## src/inc/pad_ctrl_defines.vh

```
// register map, field positions and reset values of the port pad control slice
// assumes a 32-bit axi4-lite bus with word-aligned registers
`ifndef PAD_CTRL_DEFINES_VH
`define PAD_CTRL_DEFINES_VH

// byte offsets of the registers
`define OFS_PULL_ENABLE 8'h00
`define OFS_PULL_POLARITY 8'h04
`define OFS_OPEN_DRAIN 8'h08
`define OFS_RESERVED_SLOT 8'h0c
`define OFS_M_PIN_DATA 8'h10
`define OFS_S_DIRECTION 8'h14
`define OFS_S_OUT_DATA 8'h18
`define OFS_M_DIRECTION 8'h1c
`define OFS_SPI_ENABLE 8'h20
`define OFS_S_PIN_LEVEL 8'h24

// reset values
`define RST_PULL_ENABLE 8'h00
`define RST_PULL_POLARITY 8'h00
`define RST_OPEN_DRAIN 8'h00
`define RST_M_PIN_DATA 8'h00
`define RST_S_OUT_DATA 8'h00
`define RST_DIRECTION 8'h00
`define RST_RESERVED_VALUE 8'h00

// field positions in the second port data register
`define M_SCK_BIT 5
`define M_MOSI_BIT 4

// axi responses
`define RESP_OKAY 2'b00
`define RESP_SLVERR 2'b10

`endif

```

## src/core/port_pad_pull_wiredor_control.v

```verilog
// pad control for the four-pin serial port and the shared second port pins
// assumes an axi4-lite master on aclk, pads resolved from out/oe outside
// pull enables are levels; the pad cell owns the actual devices
//
// How it works
// input pin pulls only when enable set
// output pin pulls only in wired-or mode
// pull direction comes from polarity register
// polarity one pulls down, zero pulls up
// wired-or bit: one open-drain, zero push-pull
// open-drain drives low, releases for one
// wired-or ignored on input pins
// wired-or register readable and writable anytime
// reserved slot reads zero, writes ignored
// second port bits 5,4 are gpio
// gpio output drives data register bit
// read: data bit if output, else pin
// enabled spi overrides gpio on shared pins
// direction one output, zero input
// registers eight bits, upper bits zero
//
// Local design decisions: the AXI4-Lite interface to the registers and the register offsets.
`timescale 1ns/10ps
`default_nettype none
`include "pad_ctrl_defines.vh"

module port_pad_pull_wiredor_control #(
   parameter S_PINS = 4
) (
   // clock and reset
   input wire aclk,
   input wire aresetn,
   // axi4-lite write address
   input wire [7:0] s_axi_awaddr,
   input wire s_axi_awvalid,
   output wire s_axi_awready,
   // axi4-lite write data
   input wire [31:0] s_axi_wdata,
   input wire [3:0] s_axi_wstrb,
   input wire s_axi_wvalid,
   output wire s_axi_wready,
   // axi4-lite write response
   output reg [1:0] s_axi_bresp,
   output reg s_axi_bvalid,
   input wire s_axi_bready,
   // axi4-lite read address
   input wire [7:0] s_axi_araddr,
   input wire s_axi_arvalid,
   output wire s_axi_arready,
   // axi4-lite read data
   output reg [31:0] s_axi_rdata,
   output reg [1:0] s_axi_rresp,
   output reg s_axi_rvalid,
   input wire s_axi_rready,
   // serial port pads
   input wire [S_PINS-1:0] s_pad_in,
   output wire [S_PINS-1:0] s_pad_out,
   output wire [S_PINS-1:0] s_pad_oe,
   output wire [S_PINS-1:0] s_pull_up_en,
   output wire [S_PINS-1:0] s_pull_down_en,
   // serial port alternate function (other serial peripheral)
   input wire [S_PINS-1:0] s_alt_en,
   input wire [S_PINS-1:0] s_alt_dir,
   input wire [S_PINS-1:0] s_alt_out,
   // shared spi pads of the second port (bit1 clock, bit0 master-out)
   input wire [1:0] m_pad_in,
   output wire [1:0] m_pad_out,
   output wire [1:0] m_pad_oe,
   // spi function on the shared pins
   input wire [1:0] spi_out,
   input wire [1:0] spi_oe,
   output wire [1:0] spi_in
);

   // registers
   reg [S_PINS-1:0] pull_en_r;
   reg [S_PINS-1:0] pull_pol_r;
   reg [S_PINS-1:0] open_drain_r;
   reg [S_PINS-1:0] s_dir_r;
   reg [S_PINS-1:0] s_dat_r;
   reg [1:0] m_dat_r;
   reg [1:0] m_dir_r;
   reg spi_en_r;
   // bus handshake state
   reg aw_hold_r;
   reg w_hold_r;
   reg [7:0] aw_addr_r;
   reg [31:0] w_data_r;
   reg w_lane0_r;

   // reset values, cut to the implemented width where used
   localparam [7:0] PULL_EN_INIT = `RST_PULL_ENABLE;
   localparam [7:0] PULL_POL_INIT = `RST_PULL_POLARITY;
   localparam [7:0] OPEN_DRAIN_INIT = `RST_OPEN_DRAIN;
   localparam [7:0] DIR_INIT = `RST_DIRECTION;
   localparam [7:0] M_DATA_INIT = `RST_M_PIN_DATA;
   localparam [7:0] S_DATA_INIT = `RST_S_OUT_DATA;

   // pick the two shared-pin bits out of a register byte
   function [1:0] m_field;
      input [7:0] b;
      begin
         m_field = {b[`M_SCK_BIT], b[`M_MOSI_BIT]};
      end
   endfunction

   // true when the offset maps to a register
   function addr_ok;
      input [7:0] a;
      begin
         case (a)
            `OFS_PULL_ENABLE, `OFS_PULL_POLARITY, `OFS_OPEN_DRAIN,
            `OFS_RESERVED_SLOT, `OFS_M_PIN_DATA, `OFS_S_DIRECTION,
            `OFS_S_OUT_DATA, `OFS_M_DIRECTION, `OFS_SPI_ENABLE,
            `OFS_S_PIN_LEVEL: addr_ok = 1'b1;
            default: addr_ok = 1'b0;
         endcase
      end
   endfunction

   // per-pin direction, value, wired-or and pulls of the serial port
   wire [S_PINS-1:0] s_is_out;
   wire [S_PINS-1:0] s_val;
   wire [S_PINS-1:0] s_od;
   wire [S_PINS-1:0] pull_act;
   genvar gi;
   generate
      for (gi = 0; gi < S_PINS; gi = gi + 1) begin : g_spin
         // alternate function owns direction and value while enabled
         assign s_is_out[gi] = s_alt_en[gi] ? s_alt_dir[gi] : s_dir_r[gi];
         assign s_val[gi] = s_alt_en[gi] ? s_alt_out[gi] : s_dat_r[gi];
         // wired-or only matters on an output
         assign s_od[gi] = s_is_out[gi] & open_drain_r[gi];
         // inputs pull by enable, outputs only in wired-or
         assign pull_act[gi] = pull_en_r[gi] & (~s_is_out[gi] | s_od[gi]);
         // polarity bit picks the device: one down, zero up
         assign s_pull_down_en[gi] = pull_act[gi] & pull_pol_r[gi];
         assign s_pull_up_en[gi] = pull_act[gi] & ~pull_pol_r[gi];
         // open-drain releases the pin for a one, drives only a zero
         assign s_pad_oe[gi] = s_is_out[gi] & ~(s_od[gi] & s_val[gi]);
         assign s_pad_out[gi] = s_val[gi] & ~s_od[gi];
      end
   endgenerate

   // shared second port pins: spi wins over gpio
   assign m_pad_oe = spi_en_r ? spi_oe : m_dir_r;
   assign m_pad_out = spi_en_r ? spi_out : m_dat_r;
   assign spi_in = m_pad_in;

   // write path: take address and data in either order
   wire aw_go = s_axi_awvalid & ~aw_hold_r & ~s_axi_bvalid;
   wire w_go = s_axi_wvalid & ~w_hold_r & ~s_axi_bvalid;
   assign s_axi_awready = ~aw_hold_r & ~s_axi_bvalid;
   assign s_axi_wready = ~w_hold_r & ~s_axi_bvalid;
   wire have_aw = aw_hold_r | aw_go;
   wire have_w = w_hold_r | w_go;
   wire [7:0] wr_addr = aw_hold_r ? aw_addr_r : s_axi_awaddr;
   wire [31:0] wr_data = w_hold_r ? w_data_r : s_axi_wdata;
   wire wr_lane0 = w_hold_r ? w_lane0_r : s_axi_wstrb[0];
   wire do_wr = have_aw & have_w;
   wire wr_en = do_wr & wr_lane0;
   wire [7:0] wb = wr_data[7:0];

   // write address holding register
   always @(posedge aclk) begin
      if (!aresetn) begin
         aw_hold_r <= 1'b0;
         aw_addr_r <= 8'h00;
      end else if (do_wr) begin
         aw_hold_r <= 1'b0;
      end else if (aw_go) begin
         aw_hold_r <= 1'b1;
         aw_addr_r <= s_axi_awaddr;
      end
   end

   // write data holding register
   always @(posedge aclk) begin
      if (!aresetn) begin
         w_hold_r <= 1'b0;
         w_data_r <= 32'h0000_0000;
         w_lane0_r <= 1'b0;
      end else if (do_wr) begin
         w_hold_r <= 1'b0;
      end else if (w_go) begin
         w_hold_r <= 1'b1;
         w_data_r <= s_axi_wdata;
         w_lane0_r <= s_axi_wstrb[0];
      end
   end

   // write response: raised once both halves are in, held until bready
   always @(posedge aclk) begin
      if (!aresetn) begin
         s_axi_bvalid <= 1'b0;
         s_axi_bresp <= `RESP_OKAY;
      end else if (do_wr) begin
         s_axi_bvalid <= 1'b1;
         s_axi_bresp <= addr_ok(wr_addr) ? `RESP_OKAY : `RESP_SLVERR;
      end else if (s_axi_bvalid && s_axi_bready) begin
         s_axi_bvalid <= 1'b0;
      end
   end

   // one write strobe per register; reserved slot and pin level get none
   wire we_pull_en = wr_en & (wr_addr == `OFS_PULL_ENABLE);
   wire we_pull_pol = wr_en & (wr_addr == `OFS_PULL_POLARITY);
   wire we_open_drain = wr_en & (wr_addr == `OFS_OPEN_DRAIN);
   wire we_m_data = wr_en & (wr_addr == `OFS_M_PIN_DATA);
   wire we_s_dir = wr_en & (wr_addr == `OFS_S_DIRECTION);
   wire we_s_data = wr_en & (wr_addr == `OFS_S_OUT_DATA);
   wire we_m_dir = wr_en & (wr_addr == `OFS_M_DIRECTION);
   wire we_spi_en = wr_en & (wr_addr == `OFS_SPI_ENABLE);

   // pull enable, written anytime
   always @(posedge aclk) begin
      if (!aresetn) begin
         pull_en_r <= PULL_EN_INIT[S_PINS-1:0];
      end else if (we_pull_en) begin
         pull_en_r <= wb[S_PINS-1:0];
      end
   end

   // pull polarity, written anytime
   always @(posedge aclk) begin
      if (!aresetn) begin
         pull_pol_r <= PULL_POL_INIT[S_PINS-1:0];
      end else if (we_pull_pol) begin
         pull_pol_r <= wb[S_PINS-1:0];
      end
   end

   // wired-or mode, written anytime
   always @(posedge aclk) begin
      if (!aresetn) begin
         open_drain_r <= OPEN_DRAIN_INIT[S_PINS-1:0];
      end else if (we_open_drain) begin
         open_drain_r <= wb[S_PINS-1:0];
      end
   end

   // second port data, shared pin bits only
   always @(posedge aclk) begin
      if (!aresetn) begin
         m_dat_r <= m_field(M_DATA_INIT);
      end else if (we_m_data) begin
         m_dat_r <= m_field(wb);
      end
   end

   // serial port direction
   always @(posedge aclk) begin
      if (!aresetn) begin
         s_dir_r <= DIR_INIT[S_PINS-1:0];
      end else if (we_s_dir) begin
         s_dir_r <= wb[S_PINS-1:0];
      end
   end

   // serial port output data
   always @(posedge aclk) begin
      if (!aresetn) begin
         s_dat_r <= S_DATA_INIT[S_PINS-1:0];
      end else if (we_s_data) begin
         s_dat_r <= wb[S_PINS-1:0];
      end
   end

   // second port direction, shared pin bits only
   always @(posedge aclk) begin
      if (!aresetn) begin
         m_dir_r <= m_field(DIR_INIT);
      end else if (we_m_dir) begin
         m_dir_r <= m_field(wb);
      end
   end

   // spi enable
   always @(posedge aclk) begin
      if (!aresetn) begin
         spi_en_r <= 1'b0;
      end else if (we_spi_en) begin
         spi_en_r <= wb[0];
      end
   end

   // read value of the second port data register per pin
   wire [1:0] m_rd = (m_dir_r & m_dat_r) | (~m_dir_r & m_pad_in);
   reg [7:0] rd_byte;
   // read mux, upper bits zero
   always @* begin
      rd_byte = 8'h00;
      case (s_axi_araddr)
         `OFS_PULL_ENABLE: rd_byte[S_PINS-1:0] = pull_en_r;
         `OFS_PULL_POLARITY: rd_byte[S_PINS-1:0] = pull_pol_r;
         `OFS_OPEN_DRAIN: rd_byte[S_PINS-1:0] = open_drain_r;
         `OFS_RESERVED_SLOT: rd_byte = `RST_RESERVED_VALUE;
         `OFS_M_PIN_DATA: begin
            rd_byte[`M_SCK_BIT] = m_rd[1];
            rd_byte[`M_MOSI_BIT] = m_rd[0];
         end
         `OFS_S_DIRECTION: rd_byte[S_PINS-1:0] = s_dir_r;
         `OFS_S_OUT_DATA: rd_byte[S_PINS-1:0] = s_dat_r;
         `OFS_M_DIRECTION: begin
            rd_byte[`M_SCK_BIT] = m_dir_r[1];
            rd_byte[`M_MOSI_BIT] = m_dir_r[0];
         end
         `OFS_SPI_ENABLE: rd_byte[0] = spi_en_r;
         `OFS_S_PIN_LEVEL: rd_byte[S_PINS-1:0] = s_pad_in;
         default: rd_byte = 8'h00;
      endcase
   end

   // read channel: one read at a time
   assign s_axi_arready = ~s_axi_rvalid;

   // read valid: raised on an accepted address, held until rready
   always @(posedge aclk) begin
      if (!aresetn) begin
         s_axi_rvalid <= 1'b0;
      end else if (s_axi_arvalid && !s_axi_rvalid) begin
         s_axi_rvalid <= 1'b1;
      end else if (s_axi_rvalid && s_axi_rready) begin
         s_axi_rvalid <= 1'b0;
      end
   end

   // read data and response, captured with the address
   always @(posedge aclk) begin
      if (!aresetn) begin
         s_axi_rdata <= 32'h0000_0000;
         s_axi_rresp <= `RESP_OKAY;
      end else if (s_axi_arvalid && !s_axi_rvalid) begin
         s_axi_rdata <= {24'h00_0000, rd_byte};
         s_axi_rresp <= addr_ok(s_axi_araddr) ? `RESP_OKAY : `RESP_SLVERR;
      end
   end

endmodule
`default_nettype wire

```

## config.mk

```make
export PLATFORM = sky130hd
export DESIGN_NAME = port_pad_pull_wiredor_control
export DESIGN_NICKNAME = d
export VERILOG_FILES = /design/src/core/port_pad_pull_wiredor_control.v
export VERILOG_INCLUDE_DIRS = /design/src /design/src/inc
export SDC_FILE = /design/constraint.sdc
export NUM_CORES = 1
export LEC_CHECK = 0
export BUFFER_PORTS_ARGS = -buffer_cell sky130_fd_sc_hd__buf_2
export CORE_MARGIN = 2
export CORE_UTILIZATION = 45
export CTS_BUF_LIST = sky130_fd_sc_hd__clkbuf_4
export CTS_CLUSTER_DIAMETER = 150
export CTS_CLUSTER_SIZE = 30
export DETAILED_ROUTE_END_ITERATION = 12
export GPL_TIMING_DRIVEN = 0
export PLACE_DENSITY = 0.85
export SLEW_MARGIN = 30
export SYNTH_ARGS = -nofsm -noshare
export SYNTH_HDL_FRONTEND = slang
export SYNTH_SLANG_ARGS = --single-unit
```

## constraint.sdc

```tcl
create_clock -name aclk -period 5.46 [get_ports aclk]
set_input_delay 1.638 -clock aclk [delete_from_list [all_inputs] [get_ports aclk]]
set_output_delay 1.638 -clock aclk [all_outputs]
set_load 0.03 [all_outputs]
```

# == Yosys cells after proc, flatten, opt, wreduce, memory -nomap -nowiden ==
# Index checks and enable logic that the tools add are counted.
# totals
memories,0
ramBits,0
register_bits,54
wordCells,153
mem_bits_ro,0
output_inout_bits,63
latchBits,0
# op_classes
div,0
n_eq_ne,18
addsub,0
n_reduce_logical,13
bitwise,76
magnitude_cmp,0
multipliers,0
shifts,0
mux,28
# op_table
cell,n
$eq A8 B5 Y1 const B,8
$and A1 B1 Y1,44
$eq A8 B4 Y1 const B,4
$eq A8 B6 Y1 const B,4
$not A1 Y1,22
$reduce_or A10 Y1,2
$mux W1,19
$pmux W3 S6,1
$eq A8 B3 Y1 const B,2
$logic_not A8 Y1,2
$mux W2,4
$mux W8,1
$pmux W1 S7,1
$mux W6,1
$or A1 B1 Y1,6
$and A2 B2 Y2,2
$pmux W2 S2,1
$reduce_and A2 Y1,2
$reduce_bool A2 Y1,2
$logic_and A1 B1 Y1,3
$not A2 Y2,1
$or A2 B2 Y2,1
$reduce_or A2 Y1,1
$logic_not A1 Y1,1

# == Longest topological paths before layout ==
# Gate-level depths: netlist of run 1.
# depth
ltp_word,8
ltp_mapped,6
depth_no_buf,4

# == Worst setup path after synthesis of run 1 ==
# OpenSTA, ideal clock, no wires.
# synth_path
path_kind,input -> output
from,in s_alt_en[1]
to,out s_pad_oe[1]
path_stages,2
setup_slack_ps,1349
arrival_time_ps,2473
n_path_buf,0
path_cell_list,mux2_2 -> a21oi_1
# synth_between
elab_chain_cells,5
word_cells_on_any_way,6
classes_between,2 x mux; 4 x bitwise
# synth_rtl
element,line_no,text
"start, declared",port_pad_pull_wiredor_control.v:62,"input wire [S_PINS-1:0] s_alt_en,"
$mux W1,port_pad_pull_wiredor_control.v:130,assign s_is_out[gi] = s_alt_en[gi] ? s_alt_dir[gi] : s_dir_r[gi];
$and A1 B1 Y1,port_pad_pull_wiredor_control.v:133,assign s_od[gi] = s_is_out[gi] & open_drain_r[gi];
$and A1 B1 Y1,port_pad_pull_wiredor_control.v:140,assign s_pad_oe[gi] = s_is_out[gi] & ~(s_od[gi] & s_val[gi]);
$not A1 Y1,port_pad_pull_wiredor_control.v:140,
$and A1 B1 Y1 (*),port_pad_pull_wiredor_control.v:140,
"end, declared",port_pad_pull_wiredor_control.v:58,"output wire [S_PINS-1:0] s_pad_oe,"
# Every way passes the cells marked *; elsewhere a longest branch is shown, timed or not.

# == Worst setup path after layout of run 1 ==
# layout_path
from,in s_alt_en[2]
to,out s_pull_up_en[2]
# layout_between
elab_chain_cells,5
word_cells_on_any_way,6
classes_between,1 x mux; 5 x bitwise
# layout_rtl
element,line_no,text
$mux W1 (*),port_pad_pull_wiredor_control.v:130,
$and A1 B1 Y1 or $not A1 Y1 (tied branches),"port_pad_pull_wiredor_control.v:133, port_pad_pull_wiredor_control.v:135",
$or A1 B1 Y1 (*),port_pad_pull_wiredor_control.v:135,assign pull_act[gi] = pull_en_r[gi] & (~s_is_out[gi] | s_od[gi]);
$and A1 B1 Y1 (*),port_pad_pull_wiredor_control.v:135,
$and A1 B1 Y1 (*),port_pad_pull_wiredor_control.v:138,assign s_pull_up_en[gi] = pull_act[gi] & ~pull_pol_r[gi];
"end, declared",port_pad_pull_wiredor_control.v:59,"output wire [S_PINS-1:0] s_pull_up_en,"
# Marked as above.

==> results.ini, run 1 <==
[run_status]
status = complete, no violations

[critical_path]
reg2reg_to = pull_pol_r[1]
path_class = primary input to output pin
reg2reg_depth = 5
reg2reg_from = aw_hold_r
cp-start-kind = primary input
end_kind = output pin
arrival_ns = 2.50
path_max_fanout = 3
r2r_setup_slack_ns = 3.25
crit_required_ns = 3.82

[clock_network]
cts_tree = done
cts.sinks = 52
cts_hold_buf = 0
ctsLongestPathBuffers = 2
post_cts_buffers = 0
clk_pin_slew_worst_paths_ns = 0.16
htree_levels = 2
cts_buffers = 5
cts_resized = 0
clkLatencyLatePin_ns = 0.39
root_buffer = clkbuf_4

[route]
topRoutingLayerUsed = met4
wl_met1_um = 3470
via_per_inst = 5.13
wl_met2_um = 3830
wirelength_um = 7970
drcViolationCount = 0
drt_iter0_drc = 179
antenna_left = 0
drt_first_pass_iters = 4
route.met3.wl_um = 583
wl_per_cell_um = 13.7
vias = 2984

[logic_synthesis]
ys_types = 47
synth_edf_count = 0
synthCells = 367
netlist_area_mm2 = 0.00322
seq_area_frac_synth = 0.323
synth_area_per_cell_um2 = 8.77
ys_seq_elements = 52
synthArstFlopShare = 0
synth_flop_cell = dfxtp_1
ys_warn_count = 0

[timing]
fin_setup_tns_ns = 0
report.final.slew_viol_count = 0
min_period_ns = 4.14
fin_hold_ws_ns = 0.488
hold_viol_final = 0
post-route-period-util = 0.757
fmax_mhz = 242
setup_viol = 0
slew_headroom = 0.465
fin_worst_skew_ns = 0.0132
rsz0062_at_grt = false
tightest_slew_ns = 0.795

[global_route]
grt_pass1_wl_um = 12400
grt_max_degree = 18
grt-ovfl-total = 0
grt_pass1_vias = 2665
antenna_found_initial = 0
grt_usage = 0.202

[cells_and_area]
final_nets = 566
final_layout_size_suffix_gt1_frac = 0.302
antenna_cells = 0
syn2layout_area_growth_pct = 21.8
fin_area_mm2 = 0.00392

[worst_hold_path]
whs_endpoint = pull_en_r[2]
min_path_cells = 2
worstHoldStart = pull_en_r[2]
hp-class = flop to flop

[die]
dieHeight_um = 88.6
ioPinCount = 144
rows = 30
coreArea_mm2 = 0.00687
initial_core_util = 0.468
die_x_um = 88.6
die_area_mm2 = 0.00784

[run]
drv_cap = 0

[place]
placed_area_mm2 = 0.00386
port_buffers = 84
dp_hpwl_um = 6390
place.gp.congestion = 0.908

[power_and_ir_drop]
p_leak_nw = 1.89
vdd_ir_drop_max_mv = 0.122
power.density_mw_per_mm2 = 203

## state kept, by name, summed over array words and instances (netlist names)
| signal | cells |
|---|---|
| pull_en_r | 4 |
| m_dat_r | 2 |
| s_axi_bvalid | 1 |
| s_axi_rdata | 6 |
| s_axi_rvalid | 1 |
| w_lane0_r | 1 |
| aw_hold_r | 1 |
| w_hold_r | 1 |
| s_axi_bresp | 1 |
| pull_pol_r | 4 |
| spi_en_r | 1 |
| open_drain_r | 4 |
| s_dir_r | 4 |
| aw_addr_r | 8 |
| m_dir_r | 2 |
| s_dat_r | 4 |
| s_axi_rresp | 1 |
| w_data_r | 6 |
## synthesized netlist by cell type, drive strengths merged, types with 4 or more instances
library cell | instances | area, um^2
a21oi | 11 | 55.1
o211a | 6 | 60.1
dfxtp | 52 | 1040
nor3b | 6 | 45.0
nand3 | 6 | 30.0
nor2 | 21 | 78.8
clkbuf | 14 | 52.6
o21ai | 16 | 80.1
nor2b | 22 | 138
nor4b | 4 | 80.1
a41o | 4 | 40.0
nand3b | 8 | 60.1
mux2 | 14 | 158
inv | 11 | 41.3
nor3 | 4 | 20.0
o21a | 6 | 45.0
a31oi | 4 | 25.0
o22ai | 4 | 25.0
buf | 34 | 248
mux2i | 48 | 480
nand2 | 38 | 143
## cell type report
type	count	area, um^2
Inverter	11	41.3
Clock inverter	3	22.5
Multi-Input combinational cell	283	1940
Fill cell	622	2950
Tap cell	96	120
Timing Repair Buffer	84	420
Sequential cell	52	1040
Buffer	48	300
Clock buffer	5	37.5
## per-stage QoR
step / setup WS, ns / utilization / std cells / power [mW]
finish: 1.32 / 0.571 / 582 / 0.797
detailed placement: 1.31 / 0.562 / 574 / 0.618
floorplan: 1.35 / - / 394 / 0.563
global placement: 1.40 / 0.562 / 574 / 0.614
global route: 1.22 / 0.571 / 582 / 0.834
CTS: 1.31 / 0.571 / 582 / 0.800
## critical path, cell delays in order
cell     delay, ns
buf_2         0.10
mux2i_1       0.27
o21ai_0       0.16
nor2_1        0.12
buf_2         0.21
## layer usage
layer,vias up,global-route usage
li1,1480,-
met1,1375,0.263
met2,121,0.347
met3,8,0.0336
met4,0,0.0537
met5,-,0
## cells in the final DEF (no fill, tap or decap), drive strengths merged, types with 2 or more instances in the layout
| master | instances |
|---|---|
| dfxtp | 52 |
| nand4b | 2 |
| nand3b | 8 |
| and3b | 2 |
| nand2 | 38 |
| o211a | 6 |
| and4b | 2 |
| and2 | 2 |
| mux2i | 48 |
| inv | 12 |
| a21oi | 11 |
| or3b | 3 |
| conb | 28 |
| o21a | 6 |
| a32oi | 2 |
| buf | 118 |
| o22ai | 4 |
| a31oi | 4 |
| nor2 | 21 |
| a41o | 4 |
| clkinv | 2 |
| nor4b | 4 |
| nor3 | 4 |
| a22oi | 2 |
| nor2b | 22 |
| or3 | 2 |
| clkbuf | 19 |
| o2bb2ai | 2 |
| nand2b | 3 |
| mux2 | 14 |
| o21ai | 16 |
| nor3b | 6 |
| nand3 | 6 |
## how the worst max path moves through the flow
stage / from / endpoint / slack (ns) / depth (start not counted)
after floorplan: s_alt_en[1] / s_pad_oe[1] / 1.35 / 2
after global placement: s_alt_en[0] / s_pull_down_en[0] / 1.40 / 5
after detailed placement: s_alt_en[2] / s_pull_up_en[2] / 1.31 / 5
after CTS: s_alt_en[2] / s_pull_up_en[2] / 1.31 / 5
after global routing: s_alt_en[0] / s_pull_up_en[0] / 1.22 / 5
final: s_alt_en[2] / s_pull_up_en[2] / 1.32 / 5
## cells by family (layout without fill, tap and decap cells)
group	after synthesis	count (layout)	share of synthesized area
compound gates	63	63	0.136
mux	62	62	0.198
buf+inv	59	151	0.106
flops	52	52	0.323
other cells	1	28	0.00117
simple gates	130	130	0.235
## report_power, final
group	switching, mW	internal, mW	total (mW)
registers	0.00974	0.392	0.401
logic	0.130	0.0801	0.210
clock network	0.133	0.0523	0.185
total	0.273	0.524	0.797
(Power assumes the default switching activity.)
==> run 2: changes to the inputs <==
Settings changed: CORE_UTILIZATION 45 to 44, PLACE_DENSITY 0.85 to 0.86.
Clock period 5.46 ns to 3.7 ns, I/O delays scaled along.
==> results.ini, run 2 (same netlist as run 1, synthesis figures left out) <==
[critical_path]
r2r_setup_slack_ns = 1.47  ; was 3.25 ns
path_max_fanout = 3  ; unchanged
cp-startpoint = s_alt_en[2]  ; unchanged
path_class = primary input to output pin  ; unchanged
reg2reg_depth = 6  ; was 5
crit_required_ns = 2.59  ; was 3.82 ns
cp-endpoint = s_pull_up_en[2]  ; unchanged
end_kind = output pin  ; unchanged
reg2reg_from = aw_hold_r  ; unchanged
arrival_ns = 1.95  ; was 2.50 ns
reg2reg_to = m_dat_r[1]  ; was pull_pol_r[1]
cp-start-kind = primary input  ; unchanged

[route]
antenna_left = 0  ; unchanged
wirelength_um = 8110  ; was 7970 um
wl_per_cell_um = 13.9  ; was 13.7 um
via_per_inst = 5.16  ; was 5.13
drt_first_pass_iters = 4  ; unchanged
drt_iter0_drc = 96  ; was 179
vias = 3018  ; was 2984
drcViolationCount = 0  ; unchanged

[worst_hold_path]
hp-class = flop to flop  ; unchanged
min_path_cells = 2  ; unchanged

[clock_network]
htree_levels = 2  ; unchanged
clkLatencyLatePin_ns = 0.38  ; was 0.39 ns
root_buffer = clkbuf_4  ; unchanged
cts_resized = 0  ; unchanged
clk_pin_slew_worst_paths_ns = 0.16  ; about the same
cts.sinks = 52  ; unchanged
post_cts_buffers = 0  ; unchanged
cts_tree = done  ; unchanged
ctsLongestPathBuffers = 2  ; unchanged
cts_buffers = 5  ; unchanged
cts_hold_buf = 0  ; unchanged

[timing]
final.setup.worst_slack_ns = 0.640  ; was 1.32 ns
fin_worst_skew_ns = 0.00379  ; was 0.0132 ns
setup_viol = 0  ; unchanged
rsz0062_at_grt = false  ; unchanged
hold_viol_final = 0  ; unchanged
min_period_ns = 3.06
fmax_mhz = 327
fin_setup_tns_ns = 0  ; unchanged
report.final.slew_viol_count = 0  ; unchanged
tightest_slew_ns = 0.812  ; was 0.795 ns
post-route-period-util = 0.827
slew_headroom = 0.453  ; was 0.465

[cells_and_area]
finalNonFillerCells = 585  ; was 582
layout_commonest_cell = buf_2  ; unchanged
final_layout_size_suffix_gt1_frac = 0.302  ; unchanged
syn2layout_area_growth_pct = 22.7  ; was 21.8%
largest_reg_flops = 8  ; unchanged
final_nets = 566  ; unchanged
antenna_cells = 0  ; unchanged
final_util = 0.550  ; was 0.571
largestRegisters = aw_addr_r x8, s_axi_rdata x6, w_data_r x6  ; unchanged
final_cell_mix = buf_2, dfxtp_1, mux2i_1  ; unchanged
largest-register = aw_addr_r  ; unchanged

[power_and_ir_drop]
p_leak_nw = 1.90  ; was 1.89 nW
vdd_ir_drop_max_mv = 0.147  ; was 0.122 mV
power.density_mw_per_mm2 = 315  ; was 203 mW/mm^2

[die]
coreArea_mm2 = 0.00718  ; was 0.00687 mm^2
dieHeight_um = 89.5  ; was 88.6 um
initial_core_util = 0.448  ; was 0.468
ioPinCount = 144  ; unchanged
die_x_um = 89.5  ; was 88.6 um
die_area_mm2 = 0.00801  ; was 0.00784 mm^2
rows = 31  ; was 30

[place]
dp_cells = 577  ; was 574
port_buffers = 84  ; unchanged
place_ws_ns = 0.646  ; was 1.31 ns
dp_hpwl_um = 6610  ; was 6390 um
place.gp.congestion = 0.909  ; was 0.908

[global_route]
grt_max_degree = 18  ; unchanged
grt_usage = 0.199  ; was 0.202
grt_pass1_wl_um = 12600  ; was 12400 um
grt-ovfl-total = 0  ; unchanged
antenna_found_initial = 0  ; unchanged
grt_pass1_vias = 2708  ; was 2665

[run]
drv_cap = 0  ; unchanged

[run_status]
status = complete, no violations  ; unchanged

run 2: cell types whose count changed in the layout (fill, tap and decap cells not counted):
cell / delta
bufinv_16: +1
clkinv_4: -1
inv_6: -1
inv_8: +1
run 2: final cells by class:
class	count	area (um^2)
Timing Repair Buffer	84	420
Inverter	11	41.3
Tap cell	99	124
Clock buffer	5	37.5
Fill cell	654	3230
Sequential cell	52	1040
Clock inverter	3	46.3
Multi-Input combinational cell	283	1940
Buffer	48	300
run 2: per-stage QoR:
step / area (um^2) / hold slack, ns / total power [mW]
final: 3950 / 0.493 / 1.25
after global routing: 3950 / 0.518 / 1.30
after CTS: 3950 / 0.485 / 1.25
after detailed placement: 3860 / 0.467 / 0.912
after global placement: 3860 / 0.456 / 0.905
after floorplan: 3320 / 0.442 / 0.830
run 2: per-layer routing:
metal	share of wire	GRT usage	routed length [um]	vias up
met5	0	0	0	-
met3	0.069	0.0323	556	7
li1	-	-	-	1482
met1	0.44	0.251	3540	1402
met2	0.48	0.353	3930	127
met4	0.011	0.0516	88	0
run 2: worst min-delay path by stage:
stage | start | end
after CTS | s_axi_rdata[2] | s_axi_rdata[2]
final | s_axi_rdata[2] | s_axi_rdata[2]
after global routing | s_axi_rdata[2] | s_axi_rdata[2]
after global placement | s_axi_rdata[2] | s_axi_rdata[2]
after floorplan | pull_en_r[2] | pull_en_r[2]
after detailed placement | s_axi_rdata[2] | s_axi_rdata[2]
run 2: critical path: stages:
cell,delay (ns)
buf_2,0.10
mux2i_1,0.28
o21ai_0,0.15
nor2_1,0.11
buf_2,0.20
run 2: report_power, final:
| part | total (mW) | switching [mW] | leakage, nW | internal [mW] |
|---|---|---|---|---|
| Clock | 0.342 | 0.196 | 0.0471 | 0.146 |
| Combinational | 0.312 | 0.193 | 1.43 | 0.118 |
| Sequential | 0.592 | 0.0138 | 0.422 | 0.578 |
| Total | 1.25 | 0.403 | 1.90 | 0.842 |
